==> src/inc/vic_defs.vh <==
`ifndef VIC_DEFS_VH
`define VIC_DEFS_VH
`define CTRL0_IDX 8'h0b
`define CTRL1_IDX 8'h1e
`define MULTI_FUNCTION_IRQ_CONTROL_IDX 8'h2f
`define STACK_DEPTH 5'h10
`define PHASE_DIV 2'h3
`define EDGE_FALL 2'h0
`define EDGE_RISE 2'h1
`define EDGE_BOTH 2'h2
`define VEC_PIN_A 14'h0004
`define VEC_PIN_B 14'h0008
`define VEC_CNT0 14'h000c
`define VEC_CNT1 14'h0010
`define VEC_SER 14'h0014
`define VEC_COMB 14'h0018
`define C0_GIE 0
`define C0_PIN_A_EN 1
`define C0_PIN_B_EN 2
`define C0_CNT0_EN 3
`define C0_PIN_A_F 4
`define C0_PIN_B_F 5
`define C0_CNT0_F 6
`define C1_CNT1_EN 0
`define C1_SER_EN 1
`define C1_COMB_EN 2
`define C1_CNT1_F 4
`define C1_SER_F 5
`define C1_COMB_F 6
`define MF_CNT2_EN 0
`define MF_TB_EN 1
`define MF_RTC_EN 2
`define MF_CNT2_F 4
`define MF_TB_F 5
`define MF_RTC_F 6
`define CTRL0_RESET 8'h00
`define CTRL1_RESET 8'h00
`define MULTI_FUNCTION_IRQ_CONTROL_RESET 8'h00
`define RESP_OKAY 2'h0
`define RESP_SLVERR 2'h2
`endif

==> src/rtl/vectored_interrupt_controller.v <==
`timescale 1ns/1ps
`default_nettype none
`include "vic_defs.vh"
module vectored_interrupt_controller #(
  parameter [1:0] EDGE_MODE = `EDGE_FALL
) (
  input wire clock_i,
  input wire rst_i,
  input wire ext_irq_pin_a_i,
  input wire ext_irq_pin_b_i,
  input wire counter0_overflow_i,
  input wire counter1_overflow_i,
  input wire transmit_empty_event_i,
  input wire receive_available_event_i,
  input wire transmit_quiet_event_i,
  input wire overrun_event_i,
  input wire address_match_event_i,
  input wire counter2_overflow_i,
  input wire rtc_timeout_i,
  input wire timebase_timeout_i,
  input wire irq_exit_with_enable_i,
  input wire plain_subroutine_exit_i,
  input wire subroutine_call_i,
  input wire service_done_i,
  output reg service_request_o,
  output reg [13:0] service_vector_o,
  output reg second_cycle_phase_o,
  output reg [4:0] return_stack_pointer_o,
  output reg wake_o,
  input wire [31:0] s_axi_awaddr,
  input wire s_axi_awvalid,
  output reg s_axi_awready,
  input wire [31:0] s_axi_wdata,
  input wire [3:0] s_axi_wstrb,
  input wire s_axi_wvalid,
  output reg s_axi_wready,
  output reg [1:0] s_axi_bresp,
  output reg s_axi_bvalid,
  input wire s_axi_bready,
  input wire [31:0] s_axi_araddr,
  input wire s_axi_arvalid,
  output reg s_axi_arready,
  output reg [31:0] s_axi_rdata,
  output reg [1:0] s_axi_rresp,
  output reg s_axi_rvalid,
  input wire s_axi_rready
);

  // byte address is four times the printed index
  function [1:0] decode;
    input [31:0] addr;
    begin
      if (addr == {22'h00_0000, `CTRL0_IDX, 2'b00})
        decode = 2'd1;
      else if (addr == {22'h00_0000, `CTRL1_IDX, 2'b00})
        decode = 2'd2;
      else if (addr == {22'h00_0000, `MULTI_FUNCTION_IRQ_CONTROL_IDX, 2'b00})
        decode = 2'd3;
      else
        decode = 2'd0;
    end
  endfunction

  function edge_hit;
    input prev;
    input cur;
    begin
      case (EDGE_MODE)
        `EDGE_RISE: edge_hit = ~prev & cur;
        `EDGE_BOTH: edge_hit = prev ^ cur;
        default: edge_hit = prev & ~cur;
      endcase
    end
  endfunction

  reg [7:0] ctrl0;
  reg [7:0] ctrl1;
  reg [7:0] multi_function_irq_control;
  reg [1:0] sync_a;
  reg [1:0] sync_b;
  reg prev_a;
  reg prev_b;
  reg [1:0] phase_cnt;
  reg phase_tick;
  reg [31:0] aw_addr;
  reg aw_held;
  reg [7:0] w_data;
  reg w_lane0;
  reg w_held;
  reg [2:0] pick;
  reg any_pick;
  reg [7:0] next_ctrl0;
  reg [7:0] next_ctrl1;
  reg [7:0] next_multi_function_irq_control;

  wire [1:0] wsel = decode(aw_addr);
  wire do_write = aw_held & w_held & ~s_axi_bvalid;
  wire edge_a = edge_hit(prev_a, sync_a[1]);
  wire edge_b = edge_hit(prev_b, sync_b[1]);
  wire serial_ev = transmit_empty_event_i | receive_available_event_i |
    transmit_quiet_event_i | overrun_event_i | address_match_event_i;
  wire stack_full = (return_stack_pointer_o == `STACK_DEPTH);
  wire [5:0] pending = {
    ctrl1[`C1_COMB_F] & ctrl1[`C1_COMB_EN],
    ctrl1[`C1_SER_F] & ctrl1[`C1_SER_EN],
    ctrl1[`C1_CNT1_F] & ctrl1[`C1_CNT1_EN],
    ctrl0[`C0_CNT0_F] & ctrl0[`C0_CNT0_EN],
    ctrl0[`C0_PIN_B_F] & ctrl0[`C0_PIN_B_EN],
    ctrl0[`C0_PIN_A_F] & ctrl0[`C0_PIN_A_EN]};
  // only one acknowledge in flight; the core answers with service_done_i
  wire take = phase_tick & ctrl0[`C0_GIE] & ~stack_full &
    ~service_request_o & any_pick;
  wire [13:0] vec_table [0:5];
  assign vec_table[0] = `VEC_PIN_A;
  assign vec_table[1] = `VEC_PIN_B;
  assign vec_table[2] = `VEC_CNT0;
  assign vec_table[3] = `VEC_CNT1;
  assign vec_table[4] = `VEC_SER;
  assign vec_table[5] = `VEC_COMB;

  always @*
  begin
    pick = 3'd0;
    any_pick = 1'b0;
    if (pending[0])
    begin
      pick = 3'd0;
      any_pick = 1'b1;
    end
    else if (pending[1])
    begin
      pick = 3'd1;
      any_pick = 1'b1;
    end
    else if (pending[2])
    begin
      pick = 3'd2;
      any_pick = 1'b1;
    end
    else if (pending[3])
    begin
      pick = 3'd3;
      any_pick = 1'b1;
    end
    else if (pending[4])
    begin
      pick = 3'd4;
      any_pick = 1'b1;
    end
    else if (pending[5])
    begin
      pick = 3'd5;
      any_pick = 1'b1;
    end
  end

  // software write first, hardware set last so an event wins over a clear
  always @*
  begin
    next_ctrl0 = ctrl0;
    next_ctrl1 = ctrl1;
    next_multi_function_irq_control = multi_function_irq_control;
    if (do_write && w_lane0)
    begin
      case (wsel)
        2'd1: next_ctrl0 = w_data;
        2'd2: next_ctrl1 = {1'b0, w_data[6:4], 1'b0, w_data[2:0]};
        2'd3: next_multi_function_irq_control = {1'b0, w_data[6:4], 1'b0, w_data[2:0]};
        default: next_ctrl0 = next_ctrl0;
      endcase
    end
    if (take)
    begin
      next_ctrl0[`C0_GIE] = 1'b0;
      case (pick)
        3'd0: next_ctrl0[`C0_PIN_A_F] = 1'b0;
        3'd1: next_ctrl0[`C0_PIN_B_F] = 1'b0;
        3'd2: next_ctrl0[`C0_CNT0_F] = 1'b0;
        3'd3: next_ctrl1[`C1_CNT1_F] = 1'b0;
        3'd4: next_ctrl1[`C1_SER_F] = 1'b0;
        default: next_ctrl1[`C1_COMB_F] = 1'b0;
      endcase
    end
    if (irq_exit_with_enable_i)
      next_ctrl0[`C0_GIE] = 1'b1;
    // flags stay until serviced or written
    if (edge_a)
      next_ctrl0[`C0_PIN_A_F] = 1'b1;
    if (edge_b)
      next_ctrl0[`C0_PIN_B_F] = 1'b1;
    if (counter0_overflow_i)
      next_ctrl0[`C0_CNT0_F] = 1'b1;
    if (counter1_overflow_i)
      next_ctrl1[`C1_CNT1_F] = 1'b1;
    if (serial_ev)
      next_ctrl1[`C1_SER_F] = 1'b1;
    if (counter2_overflow_i)
      next_multi_function_irq_control[`MF_CNT2_F] = 1'b1;
    if (timebase_timeout_i)
      next_multi_function_irq_control[`MF_TB_F] = 1'b1;
    if (rtc_timeout_i)
      next_multi_function_irq_control[`MF_RTC_F] = 1'b1;
    if ((counter2_overflow_i & multi_function_irq_control[`MF_CNT2_EN]) |
        (timebase_timeout_i & multi_function_irq_control[`MF_TB_EN]) |
        (rtc_timeout_i & multi_function_irq_control[`MF_RTC_EN]))
      next_ctrl1[`C1_COMB_F] = 1'b1;
  end

  always @(posedge clock_i)
  begin
    if (rst_i)
    begin
      ctrl0 <= `CTRL0_RESET;
      ctrl1 <= `CTRL1_RESET;
      multi_function_irq_control <= `MULTI_FUNCTION_IRQ_CONTROL_RESET;
      sync_a <= 2'b11;
      sync_b <= 2'b11;
      prev_a <= 1'b1;
      prev_b <= 1'b1;
      phase_cnt <= 2'd0;
      phase_tick <= 1'b0;
      second_cycle_phase_o <= 1'b0;
      service_request_o <= 1'b0;
      service_vector_o <= 14'h0000;
      return_stack_pointer_o <= 5'h00;
      wake_o <= 1'b0;
    end
    else
    begin
      sync_a <= {sync_a[0], ext_irq_pin_a_i};
      sync_b <= {sync_b[0], ext_irq_pin_b_i};
      prev_a <= sync_a[1];
      prev_b <= sync_b[1];
      // four system clocks per instruction cycle
      phase_cnt <= phase_cnt + 2'd1;
      phase_tick <= (phase_cnt == `PHASE_DIV - 2'd1);
      second_cycle_phase_o <= (phase_cnt == `PHASE_DIV - 2'd1);
      ctrl0 <= next_ctrl0;
      ctrl1 <= next_ctrl1;
      multi_function_irq_control <= next_multi_function_irq_control;
      if (take)
      begin
        service_request_o <= 1'b1;
        service_vector_o <= vec_table[pick];
      end
      else if (service_done_i)
        service_request_o <= 1'b0;
      // only the program counter goes on the stack
      if ((take | subroutine_call_i) & ~stack_full)
        return_stack_pointer_o <= return_stack_pointer_o + 5'h01;
      else if ((irq_exit_with_enable_i | plain_subroutine_exit_i) &&
               return_stack_pointer_o != 5'h00)
        return_stack_pointer_o <= return_stack_pointer_o - 5'h01;
      wake_o <= |{ctrl0[6:4], ctrl1[6:4], multi_function_irq_control[6:4]};
    end
  end

  // axi4-lite slave; one read outstanding at most, a second write can be accepted while a write response waits
  always @(posedge clock_i)
  begin
    if (rst_i)
    begin
      s_axi_awready <= 1'b0;
      s_axi_wready <= 1'b0;
      s_axi_bvalid <= 1'b0;
      s_axi_bresp <= `RESP_OKAY;
      s_axi_arready <= 1'b0;
      s_axi_rvalid <= 1'b0;
      s_axi_rresp <= `RESP_OKAY;
      s_axi_rdata <= 32'h0000_0000;
      aw_addr <= 32'h0000_0000;
      aw_held <= 1'b0;
      w_data <= 8'h00;
      w_lane0 <= 1'b0;
      w_held <= 1'b0;
    end
    else
    begin
      s_axi_awready <= ~aw_held & ~s_axi_awready & s_axi_awvalid;
      if (s_axi_awvalid & s_axi_awready)
      begin
        aw_addr <= s_axi_awaddr;
        aw_held <= 1'b1;
      end
      s_axi_wready <= ~w_held & ~s_axi_wready & s_axi_wvalid;
      if (s_axi_wvalid & s_axi_wready)
      begin
        w_data <= s_axi_wdata[7:0];
        w_lane0 <= s_axi_wstrb[0];
        w_held <= 1'b1;
      end
      if (do_write)
      begin
        s_axi_bvalid <= 1'b1;
        s_axi_bresp <= (wsel == 2'd0) ? `RESP_SLVERR : `RESP_OKAY;
        aw_held <= 1'b0;
        w_held <= 1'b0;
      end
      else if (s_axi_bvalid & s_axi_bready)
        s_axi_bvalid <= 1'b0;
      s_axi_arready <= ~s_axi_arready & ~s_axi_rvalid & s_axi_arvalid;
      if (s_axi_arvalid & s_axi_arready)
      begin
        s_axi_rvalid <= 1'b1;
        case (decode(s_axi_araddr))
          2'd1: s_axi_rdata <= {24'h00_0000, ctrl0};
          2'd2: s_axi_rdata <= {24'h00_0000, ctrl1};
          2'd3: s_axi_rdata <= {24'h00_0000, multi_function_irq_control};
          default: s_axi_rdata <= 32'h0000_0000;
        endcase
        s_axi_rresp <= (decode(s_axi_araddr) == 2'd0) ?
          `RESP_SLVERR : `RESP_OKAY;
      end
      else if (s_axi_rvalid & s_axi_rready)
        s_axi_rvalid <= 1'b0;
    end
  end

endmodule
`default_nettype wire

==> config.mk <==
export PLATFORM = sky130hd
export DESIGN_NAME = vectored_interrupt_controller
export DESIGN_NICKNAME = d
export VERILOG_FILES = /design/src/rtl/vectored_interrupt_controller.v
export VERILOG_INCLUDE_DIRS = /design/src /design/src/inc
export SDC_FILE = /design/constraint.sdc
export NUM_CORES = 1
export LEC_CHECK = 0
export ABC_AREA = 1
export BUFFER_PORTS_ARGS = -buffer_cell sky130_fd_sc_hd__buf_2
export CAP_MARGIN = 40
export CORE_UTILIZATION = 49
export CTS_CLUSTER_DIAMETER = 50
export DETAILED_ROUTE_END_ITERATION = 16
export PLACE_DENSITY = 0.79
export RECOVER_POWER = 100
export SYNTH_ARGS = -nofsm -noshare
export SYNTH_HDL_FRONTEND = slang
export SYNTH_SLANG_ARGS = --single-unit
==> constraint.sdc <==
create_clock -name clock_i -period 2.4 [get_ports clock_i]
set_clock_uncertainty 0.05 [all_clocks]
set_input_delay 0.36 -clock clock_i [delete_from_list [all_inputs] [get_ports clock_i]]
set_output_delay 0.36 -clock clock_i [all_outputs]
set_load 0.005 [all_outputs]
==> flow_summary.html <==
<table>
<tr><th>Metric</th><th>Value</th></tr>
<tr><th colspan="2">Synth</th></tr>
<tr><td>Ranking of synthesized cells by area</td><td>dfxtp_1 42%, nor2_1 10%, nand2_1 7.2%</td></tr>
<tr><td>Sequential area share after synthesis</td><td>41.7%</td></tr>
<tr><td>Yosys top cell area share</td><td>41.7%</td></tr>
<tr><td>Main synth FF type</td><td>dfxtp_1</td></tr>
<tr><td>Synthesized cell area</td><td>4660 sq um</td></tr>
<tr><td>Distinct cells, synth</td><td>40</td></tr>
<tr><td>FF+latch count, synth</td><td>97</td></tr>
<tr><td>Ys Warns</td><td>0</td></tr>
<tr><td>Synthesized area divided by synthesized cell count</td><td>7.20 sq um</td></tr>
<tr><td>Count of mapped cells out of synthesis</td><td>647</td></tr>
<tr><td>Most area-hungry cell type in the Yosys netlist</td><td>dfxtp_1</td></tr>
<tr><td>Number of enable flip-flop cells after synthesis</td><td>0</td></tr>
<tr><td>Proportion of synthesized flip-flops having asynchronous set or reset</td><td>0%</td></tr>
<tr><th colspan="2">Clocking</th></tr>
<tr><td>Clock root cell</td><td>clkbuf_8</td></tr>
<tr><td>TritonCTS clock tree</td><td>built</td></tr>
<tr><td>Number of sinks driven by the clock tree</td><td>97</td></tr>
<tr><td>H-Tree Level Count</td><td>3</td></tr>
<tr><td>Number of buffers inserted during clock tree synthesis</td><td>9</td></tr>
<tr><td>Reg clk slew, reported paths</td><td>0.09 ns</td></tr>
<tr><td>Hold bufs inserted after CTS</td><td>0</td></tr>
<tr><td>Worst-Skew Late Latency</td><td>0.36 ns</td></tr>
<tr><td>Clock tree buffer depth</td><td>2</td></tr>
<tr><td>Buffer count from post-CTS setup fixing</td><td>0</td></tr>
<tr><th colspan="2">Die</th></tr>
<tr><td>Initial core utilization</td><td>50.4%</td></tr>
<tr><td>Die height</td><td>99.5 microns</td></tr>
<tr><td>I/O pin total</td><td>186</td></tr>
<tr><td>Row count</td><td>35</td></tr>
<tr><td>Die Area</td><td>9910 sq um</td></tr>
<tr><td>Die outline width</td><td>99.5 microns</td></tr>
<tr><td>Placeable core area</td><td>9240 sq um</td></tr>
<tr><th colspan="2">Worst setup path</th></tr>
<tr><td>Critical Path AT</td><td>2.42 ns</td></tr>
<tr><td>Reg-to-reg critical path startpoint</td><td>ctrl0[6]</td></tr>
<tr><td>Element type at the critical path start</td><td>register</td></tr>
<tr><td>Count of cells along the worst register-to-register path</td><td>14</td></tr>
<tr><td>Family with the most delay on the worst path</td><td>simple AND/OR/NAND/NOR gates</td></tr>
<tr><td>Worst EP required</td><td>2.61 ns</td></tr>
<tr><td>Start point of the critical path</td><td>ctrl0[6]</td></tr>
<tr><td>Nature of the critical path endpoint</td><td>register</td></tr>
<tr><td>WP buf/inv</td><td>1</td></tr>
<tr><td>Worst reg2reg setup slack</td><td>0.18 ns</td></tr>
<tr><td>Most frequent cell on the critical path</td><td>nand2_4</td></tr>
<tr><td>Worst flop-to-flop path endpoint</td><td>return_stack_pointer_o[4]</td></tr>
<tr><td>Ordered cell list for the critical path</td><td>nand2_2 -&gt; nand2_4 -&gt; nor2_8 -&gt; inv_4 -&gt; o21ai_4 -&gt; nand2_4 -&gt; nand2_4 -&gt; ha_1 -&gt; nand2_1 -&gt; nand2_1 -&gt; a21oi_2 -&gt; nand3_1 -&gt; a21oi_1 -&gt; nor2_1</td></tr>
<tr><td>Critical-path top delay cell</td><td>dfxtp_1</td></tr>
<tr><td>End of the critical path</td><td>return_stack_pointer_o[4]</td></tr>
<tr><td>WP depth</td><td>14</td></tr>
<tr><td>Highest fanout seen on the critical path</td><td>6</td></tr>
<tr><td>Crit-path max cell delay</td><td>0.36 ns</td></tr>
<tr><td>Critical path type</td><td>register to register</td></tr>
<tr><th colspan="2">Drt</th></tr>
<tr><td>Post-route met1 wirelength</td><td>4.43 mm</td></tr>
<tr><td>Total number of vias</td><td>4,391</td></tr>
<tr><td>Length of the first detailed-routing pass in iterations</td><td>4</td></tr>
<tr><td>Average wire per cell in the routed design</td><td>11.4 microns</td></tr>
<tr><td>Uppermost layer routed</td><td>met4</td></tr>
<tr><td>Remaining antenna violation count after routing</td><td>0</td></tr>
<tr><td>Detailed route wirelength on metal2</td><td>5.09 mm</td></tr>
<tr><td>Initial drt markers</td><td>137</td></tr>
<tr><td>Detailed Route WL</td><td>10.2 mm</td></tr>
<tr><td>Via density</td><td>4.89</td></tr>
<tr><td>Met3 wire len</td><td>518 microns</td></tr>
<tr><td>DRC violation count after routing</td><td>0</td></tr>
<tr><th colspan="2">Cells and area</th></tr>
<tr><td>Growth of design area from synthesis to finish</td><td>17.0%</td></tr>
<tr><td>Antenna cell count</td><td>0</td></tr>
<tr><td>Fraction of layout cells with a size suffix above 1</td><td>20.5%</td></tr>
<tr><td>Count of nets after finishing</td><td>898</td></tr>
<tr><th colspan="2">Pwr</th></tr>
<tr><td>Leakage power summed over all cells</td><td>2.51 nW</td></tr>
<tr><td>Power density cells</td><td>663 nW/um^2</td></tr>
<tr><td>Highest ir drop seen on vdd</td><td>505 uV</td></tr>
<tr><th colspan="2">Placed design</th></tr>
<tr><td>Number of port buffers</td><td>121</td></tr>
<tr><td>Worst setup slack before clock tree synthesis</td><td>0.0625 ns</td></tr>
<tr><td>Routability cong.</td><td>0.898</td></tr>
<tr><td>Half-perimeter wire length of the detailed placement result</td><td>7.84 mm</td></tr>
<tr><th colspan="2">Timing</th></tr>
<tr><td>Worst relative slew slack</td><td>-16.2%</td></tr>
<tr><td>Final setup viols</td><td>0</td></tr>
<tr><td>Setup TNS</td><td>0 ns</td></tr>
<tr><td>Min Tclk post-route</td><td>2.22 ns</td></tr>
<tr><td>Final-report max-slew violation count</td><td>40</td></tr>
<tr><td>Fin worst setup slack</td><td>0.182 ns</td></tr>
<tr><td>Transition at the pin with the smallest max-transition slack</td><td>1.74 ns</td></tr>
<tr><td>Upper clock frequency limit</td><td>0.451 GHz</td></tr>
<tr><td>Hold Vio Cnt, Final</td><td>0</td></tr>
<tr><td>Hold slack final</td><td>0.135 ns</td></tr>
<tr><td>Fraction of the cycle the final worst path needs</td><td>92.4%</td></tr>
<tr><th colspan="2">Worst hold path</th></tr>
<tr><td>Instance count along the most critical hold path</td><td>2</td></tr>
<tr><td>HP Start</td><td>ext_irq_pin_b_i</td></tr>
<tr><td>Path class of the lowest-slack min-delay path</td><td>primary input to register</td></tr>
<tr><th colspan="2">Run status</th></tr>
<tr><td>Failing checks</td><td>max-capacitance violations, max-slew violations</td></tr>
<tr><td>Run status</td><td>complete, but fails checks</td></tr>
<tr><th colspan="2">Global route</th></tr>
<tr><td>GRT Overall Usage</td><td>21.6%</td></tr>
<tr><td>Global route total overflow</td><td>0</td></tr>
<tr><td>First-pass GRT wire length</td><td>17.4 mm</td></tr>
<tr><td>Number of global-route vias before repair</td><td>4,146</td></tr>
<tr><td>Antenna violations before repair</td><td>0</td></tr>
<tr><td>Maximum number of pins on one net before global-route repair</td><td>40</td></tr>
<tr><th colspan="2">Flow run</th></tr>
<tr><td>Max-capacitance violation count</td><td>1</td></tr>
</table>
## repair_timing
action	in CTS	in global routing
gates resized for setup	0	9
hold endpoints to repair	0	0
endpoints found under the setup margin	0	1
## sequential cells by signal, indices dropped and copies added, names as in the netlist, 2 cells and up
name,count
multi_function_irq_control,6
return_stack_pointer_o,5
service_vector_o,3
phase_cnt,2
ctrl0,8
aw_addr,32
s_axi_rdata,8
sync_b,2
sync_a,2
ctrl1,6
w_data,8
## final cells by class
class / count / area [sq um]
clock inverters: 3 / 67.6
multi-input cells: 465 / 2260
clock buffers: 11 / 131
repair buffers: 129 / 639
inverters: 64 / 248
flip-flops and latches: 97 / 1950
fillers: 928 / 3790
well taps: 129 / 161
## routing by layer
layer	global-route usage, %	vias up
met3	3.79	20
li1	-	2256
met4	9.73	0
met5	0	-
met2	39.1	136
met1	24.8	1979
## worst min-delay path by stage
stage | end | slack (ns)
after floorplan | sync_a[1] | 0.34
after global placement | sync_a[1] | 0.34
after detailed placement | sync_a[1] | 0.35
after CTS | sync_b[0] | 0.12
after global routing | sync_b[0] | 0.12
final | sync_b[0] | 0.13
## cells in the final DEF (no fill, tap or decap), drive strengths merged, types with 5 or more instances in the layout
master  synthesis  final
nor2          132    132
buf            39    116
nand2          98     98
dfxtp          97     97
inv            63     63
o21ai          60     60
a21oi          44     44
nand3          39     39
conb            1     37
clkbuf         18     24
nand4          11     11
nor3           11     11
ha              8      8
or2             5      5
## stage by stage
| stage | utilization, % | std cells | power (mW) | area (sq um) |
|---|---|---|---|---|
| 2_1_floorplan | - | 683 | 2.30 | 4800 |
| 3_3_place_gp | 57.0 | 884 | 2.46 | 5270 |
| 3_5_place_dp | 57.0 | 884 | 2.50 | 5270 |
| 4_1_cts | 59.2 | 898 | 3.59 | 5470 |
| 5_1_grt | 59.0 | 898 | 3.82 | 5450 |
| 6_report | 59.0 | 898 | 3.62 | 5450 |
## cell usage after synthesis, types with 5 or more instances
library cell  instances
nor2_1              128
dfxtp_1              97
nand2_1              90
inv_1                62
o21ai_0              57
a21oi_1              42
nand3_1              38
buf_4                37
clkbuf_1             18
nand4_1              10
nor3_1                9
ha_1                  8
or2_2                 5
## where the power goes
| group | internal, mW | total, mW | switching (mW) |
|---|---|---|---|
| registers | 1.71 | 1.81 | 0.0941 |
| clock network | 0.577 | 1.11 | 0.529 |
| logic | 0.298 | 0.700 | 0.402 |
## kinds of logic (layout without fill, tap and decap cells)
logic type,Yosys count,in the layout,synth area share [%]
fa+ha+maj,9,9,2.58
compound gates,118,118,13.8
other cells,1,37,0.0805
buf+inv,121,207,12.9
flops,97,97,41.7
xor+xnor,1,1,0.188
simple gates,300,300,28.7
Note: power is estimated with default switching activity, not from simulation.
